--- config.mk ---
export PLATFORM = sky130hd
export DESIGN_NAME = dual_mode_microport_pins
export DESIGN_NICKNAME = d
export VERILOG_FILES = /design/src/microport_pkg.sv /design/src/dual_mode_microport_pins.sv
export SDC_FILE = /design/constraint.sdc
export NUM_CORES = 1
export LEC_CHECK = 0
export ABC_AREA = 1
export BUFFER_PORTS_ARGS = -buffer_cell sky130_fd_sc_hd__buf_2
export CAP_MARGIN = 20
export CORE_MARGIN = 2
export CORE_UTILIZATION = 50
export DETAILED_ROUTE_END_ITERATION = 8
export PLACE_DENSITY = 0.74
export SYNTH_ARGS = -nofsm -noshare
export SYNTH_HDL_FRONTEND = slang
export SYNTH_SLANG_ARGS = --single-unit
--- constraint.sdc ---
create_clock -name ref_clk_i -period 1.5 [get_ports ref_clk_i]
set_input_delay 0.3 -clock ref_clk_i [delete_from_list [all_inputs] [get_ports ref_clk_i]]
set_output_delay 0.3 -clock ref_clk_i [all_outputs]
set_load 0.05 [all_outputs]
--- src/microport_pkg.sv ---
package microport_pkg;
   localparam int        DATA_W        = 8;
   localparam int        ADDR_W        = 3;
   localparam int        CLK_PERIOD_NS = 100;
   // longest access time from strobe fall to ready, in device clock periods
   localparam int        ACC_MAX_CLKS  = 9;
   // cycles the core is given to answer; kept well under the limit above
   localparam int        ACC_CLKS      = 4;
   localparam logic [7:0] RDATA_RST    = 8'h00;
   localparam logic [2:0] ADDR_RST     = 3'h0;
   // idle pin levels for the synchronisers: deselected, both strobes high, mode 0
   localparam logic [14:0] PINS_RST    = 15'h000E;
endpackage

--- src/dual_mode_microport_pins.sv ---
`timescale 1ns/1ps
// What this block does
// - the data bus is released whenever chip select is high and driven only while it is low.
// - the mode pin picks separate read/write strobes at 0 and data strobe with direction at 1.
// - in mode 1 the device pulls the data acknowledge low when the access has completed.
// - in mode 0 the acknowledge pin is a ready status telling the host the access may finish.
// - in mode 0 ready rises within 9 device clocks of the write strobe falling.
module dual_mode_microport_pins (
   input  wire logic       ref_clk_i,
   input  wire logic       nrst_i,
   input  wire logic       clk_en_i,
   input  wire logic       host_cs_n_i,
   input  wire logic [2:0] host_addr_i,
   input  wire logic       host_data_strobe_n_i,
   input  wire logic       host_rw_i,
   input  wire logic       strobe_dir_mode_i,
   input  wire logic [7:0] host_data_i,
   output logic      [7:0] host_data_o,
   output logic            host_data_oe_o,
   output logic            host_access_ack_n_o,
   output logic            host_access_ack_oe_o,
   output logic            reg_wr_o,
   output logic            reg_rd_o,
   output logic      [2:0] reg_addr_o,
   output logic      [7:0] reg_wdata_o,
   input  wire logic [7:0] reg_rdata_i
);
   typedef enum logic [1:0] {ST_IDLE, ST_WAIT, ST_DONE} acc_state_t;

   // two-flop synchronisers for every host pin; stage one feeds stage two only
   logic [14:0] sync1_reg;
   logic [14:0] sync2_reg;
   wire  [14:0] pins_raw = {host_data_i, host_addr_i, host_cs_n_i,
                            host_data_strobe_n_i, host_rw_i, strobe_dir_mode_i};
   always_ff @(posedge ref_clk_i or negedge nrst_i) begin
      if (!nrst_i) begin
         sync1_reg <= microport_pkg::PINS_RST;
         sync2_reg <= microport_pkg::PINS_RST;
      end else if (clk_en_i) begin
         sync1_reg <= pins_raw;
         sync2_reg <= sync1_reg;
      end
   end

   wire [7:0] wdata_s = sync2_reg[14:7];
   wire [2:0] addr_s  = sync2_reg[6:4];
   wire       cs_n_s  = sync2_reg[3];
   wire       ds_n_s  = sync2_reg[2];
   wire       rw_s    = sync2_reg[1];
   wire       mode_s  = sync2_reg[0];

   // the mode pin level is the mode number
   wire mode1     = mode_s;
   wire sel       = !cs_n_s;
   // mode 1: data strobe low, rw high = read
   wire m1_rd     = mode1 && sel && !ds_n_s && rw_s;
   wire m1_wr     = mode1 && sel && !ds_n_s && !rw_s;
   // mode 0: shared strobe pin is read strobe, direction pin is write strobe
   wire m0_rd     = !mode1 && sel && !ds_n_s;
   wire m0_wr     = !mode1 && sel && !rw_s && ds_n_s;
   wire rd_active = m1_rd || m0_rd;
   wire wr_active = m1_wr || m0_wr;
   wire acc_req   = rd_active || wr_active;

   acc_state_t state_reg;
   acc_state_t state_next;
   logic [3:0] cnt_reg;
   logic [3:0] cnt_next;
   logic [7:0] rdata_reg;
   logic [2:0] addr_reg;
   logic [7:0] wdata_reg;
   logic       wr_pulse_reg;
   logic       rd_pulse_reg;
   logic       is_rd_reg;

   wire start    = (state_reg == ST_IDLE) && acc_req;
   wire cnt_done = (cnt_reg == 4'(microport_pkg::ACC_CLKS - 1));

   always_comb begin
      state_next = state_reg;
      cnt_next   = cnt_reg;
      case (state_reg)
         ST_IDLE: begin
            cnt_next = 4'h0;
            if (acc_req) begin
               state_next = ST_WAIT;
            end
         end
         ST_WAIT: begin
            cnt_next = cnt_reg + 4'h1;
            if (!acc_req) begin
               state_next = ST_IDLE;
            end else if (cnt_done) begin
               state_next = ST_DONE;
            end
         end
         ST_DONE: begin
            if (!acc_req) begin
               state_next = ST_IDLE;
            end
         end
         default: state_next = ST_IDLE;
      endcase
   end

   always_ff @(posedge ref_clk_i or negedge nrst_i) begin
      if (!nrst_i) begin
         state_reg    <= ST_IDLE;
         cnt_reg      <= 4'h0;
         rdata_reg    <= microport_pkg::RDATA_RST;
         addr_reg     <= microport_pkg::ADDR_RST;
         wdata_reg    <= microport_pkg::RDATA_RST;
         wr_pulse_reg <= 1'b0;
         rd_pulse_reg <= 1'b0;
         is_rd_reg    <= 1'b0;
      end else if (clk_en_i) begin
         state_reg    <= state_next;
         cnt_reg      <= cnt_next;
         wr_pulse_reg <= start && wr_active;
         rd_pulse_reg <= start && rd_active;
         if (start) begin
            addr_reg  <= addr_s;
            wdata_reg <= wdata_s;
            is_rd_reg <= rd_active;
         end
         // read data captured from the core while waiting, held until ack
         if (state_reg == ST_WAIT && is_rd_reg) begin
            rdata_reg <= reg_rdata_i;
         end
      end
   end

   assign reg_addr_o  = addr_reg;
   assign reg_wdata_o = wdata_reg;
   assign reg_wr_o    = wr_pulse_reg;
   assign reg_rd_o    = rd_pulse_reg;

   // the raw select pin gates both enables, so a deselect frees the pins at once
   // instead of two clocks later; it can only switch an enable off, never on
   assign host_data_o    = rdata_reg;
   assign host_data_oe_o = !host_cs_n_i && sel && rd_active && is_rd_reg
                           && (state_reg != ST_IDLE);

   wire done = (state_reg == ST_DONE);
   // mode 1: acknowledge low on completion until the strobe goes; mode 0: ready high
   assign host_access_ack_n_o  = mode1 ? !(done && acc_req) : (done || !acc_req);
   assign host_access_ack_oe_o = !host_cs_n_i && sel;
endmodule

==> impl_metrics.ini, run 1 <==
[status]
status = finished with violations
violations = negative setup slack

[timing]
period_share_pct = 115
setup_ws_ns = -0.228
max_clock_freq_ghz = 0.579
setup_viol = 2
worst_slew_pin_slew_ns = 0.389
drv_slew = 0
min_period_ns = 1.73
rsz0062_at_grt = true
holdWs_ns = 0.167
skew_ns = 0.00820
hold_violations = 0
slew_headroom_pct = 74.1

[synth]
yosys.area_share.simple_pct = 18.9
synth_edf_count = 0
synthCells = 239
synthArstFlopShare_pct = 100
synth_compound_area_share_pct = 9.47
synth_top_area_share_pct = 53.5
synth-seq-area-share_pct = 60.0
ys.flop_type = dfrtp_1
synth_fp_nets = 266
avgSynthCellArea_um2 = 10.2
yosysWarnings = 0
ys_types = 28
synthTopCellsByArea = dfrtp_1 (53%), nand2_1 (13%), dfstp_2 (6.5%)
ys_ff_latch = 58
synthAdderAreaFrac_pct = 0.514
synthMuxAreaShare_pct = 4.94
synth-xor-area-share_pct = 0.720
synth_top_family_by_area = simple AND/OR/NAND/NOR gates
synth_area_mm2 = 0.00243
synth_top_area_cell = dfrtp_1

[grt]
grt_pass1_wl_um = 7450
grt_max_degree = 48
antenna_found_initial = 0
grt_pass1_vias = 1686
gr-total-overflow = 0
track_usage_pct = 18.3

[placement]
placed_cell_area_mm2 = 0.00279
gp_congestion = 0.813
hpwl_um = 3010
placed_cells = 340
io_buffers = 49

[worst_setup_path]
crit_top_cell = buf_6
cpMaxStageDelayCell = dfstp_2
cp-end-kind = primary output
startpoint_type = flop
cp.required_ns = 1.20
cp.arrival_ns = 1.43
path_cells = o21ai_4 -> buf_6 -> nor4_4 -> buf_6
worst-path-max-fanout = 4
cp_slowest_stage_delay_ns = 0.56
critPathKind = flop to primary output

[final_layout]
stdcell_count = 359
diodes = 0
final_area_mm2 = 0.00308
seqCellArea_mm2 = 0.00146
layout_common_cells = nand2_1 (82), dfrtp_1 (52), buf_2 (47)
multiInputGateArea_um2 = 881
nets = 327
n_fill_cell = 380
area_growth_pct = 26.5
final_common_cell = nand2_1
postLayoutCoreUtil_pct = 65.6
drive_above_1_share_pct = 37.7

[die]
die_x_um = 73.7
die_area_mm2 = 0.00544
ios = 50
row_count = 25
core-area_mm2 = 0.00469
fp.dieH_um = 73.7
initial_utilization_pct = 51.8

[detailed_routing]
drt-pass1-iter-count = 4
antenna_left = 0
drc_errors = 0
vias = 1749
vias_per_cell = 4.87
routed_wl_um = 4510
first_iter_violations = 59
post_drt_wl_per_cell_um = 12.6

[hold_path]
hp-class = primary input to flop

[run]
cap_violations = 0

[power]
powerDensity_mw_per_mm2 = 2030
p_leak_uw = 0.00163
peakVddDrop_mv = 1.07
total_power_uw = 6250

[clock_network]
cts_sinks = 58
root_buffer = clkbuf_8
clk-insertion-delay-late_ns = 0.33
cts_tree = built
cts.clk_slew.worst_paths_ns = 0.06
h-tree-depth = 3
clockBufferDepth = 2
numCtsBuffers = 9
[stage by stage]
| step | setup TNS (ns) | setup WS (ns) |
|---|---|---|
| 3_5_place_dp | 0 | 0.0187 |
| 5_1_grt | -0.559 | -0.275 |
| 2_1_floorplan | -0.0218 | -0.0218 |
| 6_report | -0.432 | -0.228 |
| 4_1_cts | -0.462 | -0.236 |
| 3_3_place_gp | 0 | 0.0444 |
[cell type report]
| cell class | count | share of cell area (%) |
|---|---|---|
| flip-flops and latches | 58 | 47.4 |
| multi-input cells | 152 | 28.6 |
| repair buffers | 59 | 12.5 |
| clock buffers | 14 | 5.61 |
| inverters | 20 | 2.52 |
| well taps | 54 | 2.20 |
| clock inverters | 2 | 1.14 |
[logic make-up (layout without fill, tap and decap cells)]
logic type | count (synthesis) | after routing
buf+inv | 29 | 95
fa+ha+maj | 1 | 1
compound gates | 36 | 36
flops | 58 | 58
simple gates | 105 | 105
mux | 8 | 8
xor+xnor | 2 | 2
[path summary, 6_finish.rpt]
| kind | start | endpoint | slack, ns | depth (start not counted) |
|---|---|---|---|---|
| max | sync2_reg[1]$_DFFE_PN1P_ | host_data_oe_o | -0.23 | 4 |
| min | host_data_i[6] | sync1_reg[13]$_DFFE_PN0P_ | 0.17 | 3 |
| max reg2reg | sync2_reg[2]$_DFFE_PN1P_ | reg_wdata_o[6]$_DFFE_PN0P_ | 0.08 | 9 |
| min reg2reg | sync1_reg[2]$_DFFE_PN1P_ | sync1_reg[2]$_DFFE_PN1P_ | 0.47 | 2 |
| max in group asynchronous | nrst_i | sync2_reg[1]$_DFFE_PN1P_ | 0.54 | 3 |
| min in group asynchronous | nrst_i | sync2_reg[9]$_DFFE_PN0P_ | 0.37 | 2 |
[cells in the mapped netlist (3+ instances only)]
library cell	instances
clkbuf_1	4
inv_2	3
dfstp_2	6
dfrtp_1	52
o21ai_2	11
nand3_1	4
inv_1	16
nand2_4	3
mux2_4	8
nor2_1	8
nand2_1	84
o21ai_0	18
[per-layer routing]
layer  track usage [%]  vias up  wire length (um)
met5                 0        -                 0
met4              10.9        0               123
met3              3.70       10               128
met2              27.3       33              2160
met1              24.8      825              2100
li1                  -      881                 -
[report_power, final]
part | switching, uW | internal [uW] | total (uW)
combinational | 1720 | 792 | 2520
sequential | 258 | 2000 | 2250
clock | 576 | 902 | 1480
[critical path: cells and delay by family, from the launching register on]
family | cells | cell delay, ns
AOI/OAI and AO/OA | 1 | 0.07
DFF | 1 | 0.56
and+or+nand+nor | 1 | 0.14
buffers and inverters | 2 | 0.32
[what timing repair did]
item                                    CTS  global route
resized for setup                         6             7
gates cloned                              0             1
pin swaps                                 1             1
hold endpoints to repair                 10             0
hold buffers                              1             0
setup buffers                             1             0
endpoints found under the setup margin    2            17
(Power assumes the default switching activity.)
==> run 2: changes to the inputs <==
--- a/config.mk
+++ b/config.mk
@@ -6,7 +6,7 @@
 export NUM_CORES = 1
 export LEC_CHECK = 0
 export ABC_AREA = 1
-export BUFFER_PORTS_ARGS = -buffer_cell sky130_fd_sc_hd__buf_2
+export BUFFER_PORTS_ARGS = -buffer_cell sky130_fd_sc_hd__buf_4
 export CAP_MARGIN = 20
 export CORE_MARGIN = 2
 export CORE_UTILIZATION = 50
==> run 2 against run 1 <==
Compared with the run above:
- the flow still finishes with violations (negative setup slack)
- power is 3.4% higher
- maximum frequency grew 2.8%
- wire length up 9.2%
- largest cell class unchanged
- largest power group unchanged
==> impl_metrics.ini, run 2 (same netlist as run 1, synthesis figures left out) <==
[status]
status = finished with violations
violations = negative setup slack

[timing]
rsz0062_at_grt = true
tns_ns = -1.39
skew_ns = 0.00606
setup_viol = 18
max_clock_freq_ghz = 0.595
min_period_ns = 1.68
period_share_pct = 112
drv_slew = 0
setup_ws_ns = -0.181
hold_violations = 0
slew_headroom_pct = 74.7
worst_slew_pin_slew_ns = 0.380

[final_layout]
layout_common_cells = nand2_1 (70), buf_4 (59), dfrtp_1 (50)
final_common_cell = nand2_1
nets = 340
area_growth_pct = 37.5
diodes = 0
stdcell_count = 372
drive_above_1_share_pct = 45.3

[clock_network]
cts.clk_slew.worst_paths_ns = 0.06
h-tree-depth = 3
clockBufferDepth = 2
clk-insertion-delay-late_ns = 0.33
numCtsBuffers = 9
cts_sinks = 58
root_buffer = clkbuf_8
cts_tree = built

[worst_setup_path]
path_cells = inv_2 -> nand2_2 -> nand3_2 -> nand2_2 -> nand3_2 -> buf_8
startpoint_type = flop
critPathKind = flop to primary output
cp-end-kind = primary output
cpMaxStageDelayCell = dfstp_2
worst-path-max-fanout = 3
cp.arrival_ns = 1.38
cp_slowest_stage_delay_ns = 0.56
cp.required_ns = 1.20

[power]
p_comb_share_pct = 45.6
power_switching_uw = 2680
switching_share_pct = 41.5
powerDensity_mw_per_mm2 = 1930
p_int_uw = 3780
total_power_uw = 6460
peakVddDrop_mv = 0.879
power.clock.fraction_pct = 18.6
p_leak_uw = 0.00172
p_seq_share_pct = 35.9

[run]
cap_violations = 0

[die]
die_x_um = 73.7
fp.dieH_um = 73.7
core-area_mm2 = 0.00469
initial_utilization_pct = 51.8
die_area_mm2 = 0.00544
row_count = 25
ios = 50

[grt]
track_usage_pct = 19.5
gr-total-overflow = 0
grt_pass1_wl_um = 7800
grt_pass1_vias = 1701
grt_max_degree = 46
antenna_found_initial = 0

[detailed_routing]
post_drt_wl_per_cell_um = 13.2
routed_wl_um = 4930
drc_errors = 0
drt-pass1-iter-count = 4
antenna_left = 0
vias_per_cell = 4.83
first_iter_violations = 129
vias = 1796

[placement]
pre_cts_slack_ns = 0.0532
gp_congestion = 0.831
placed_cells = 340
hpwl_um = 3120
io_buffers = 49

[hold_path]
hp-class = primary input to flop
-- run 2: repair_timing --
item,in CTS,in global routing
hold endpoints to repair,12,0
gates resized for setup,23,11
endpoints found under the setup margin,2,18
buffers inserted,8,6
cloned,0,2
pin swaps,2,3
hold buffers,1,0
-- run 2: power groups by stage --
| stage | clock network [uW] | logic (uW) | registers [uW] |
|---|---|---|---|
| global placement | 0 | 2580 | 2290 |
| finish | 1200 | 2940 | 2320 |
| floorplan | 0 | 937 | 3200 |
| detailed placement | 0 | 2610 | 2310 |
| CTS | 1230 | 2800 | 2310 |
| global route | 1290 | 3120 | 2370 |
-- run 2: area by class of cell --
| type | count | area [um^2] |
|---|---|---|
| sequential | 58 | 1460 |
| fill | 343 | 1350 |
| multi-input combinational | 152 | 928 |
| timing repair buffer | 72 | 646 |
| clock buffer | 13 | 149 |
| inverter | 20 | 77.6 |
| tap | 54 | 67.6 |
| clock inverter | 3 | 15.0 |
-- run 2: through the flow --
step / hold WS (ns) / instance area [um^2] / util (%)
floorplan: 0.00441 / 2450 / -
global placement: 0.158 / 2920 / 62.3
detailed placement: 0.160 / 2920 / 62.3
CTS: 0.159 / 3220 / 68.7
global route: 0.155 / 3340 / 71.3
finish: 0.169 / 3340 / 71.3
-- run 2: path summary, 6_finish.rpt --
path / slack [ns] / cells past startpoint / from / endpoint
hold reg to reg: 0.47 / 2 / sync1_reg[11]$_DFFE_PN0P_ / sync1_reg[11]$_DFFE_PN0P_
setup / recovery: -0.18 / 6 / sync2_reg[2]$_DFFE_PN1P_ / host_access_ack_n_o
min in group asynchronous: 0.36 / 2 / nrst_i / sync1_reg[9]$_DFFE_PN0P_
hold / removal: 0.17 / 3 / host_data_i[6] / sync1_reg[13]$_DFFE_PN0P_
setup reg to reg: -0.12 / 12 / sync2_reg[2]$_DFFE_PN1P_ / state_reg[1]$_DFFE_PN0P_
max in group asynchronous: 0.60 / 3 / nrst_i / sync2_reg[3]$_DFFE_PN1P_
-- run 2: metal layers --
metal  vias up  GRT usage [%]  part of all wire [%]
li1        907              -                     -
met1       829           25.8                    44
met2        50           29.1                    49
met3        10           5.49                   4.9
met4         0           10.5                   2.2
met5         -              0                     0
-- run 2: critical path: cells and delay by family, from the launching register on --
family	cells	cell delay, ns
simple gates	4	0.29
flops	1	0.56
buf+inv	2	0.20
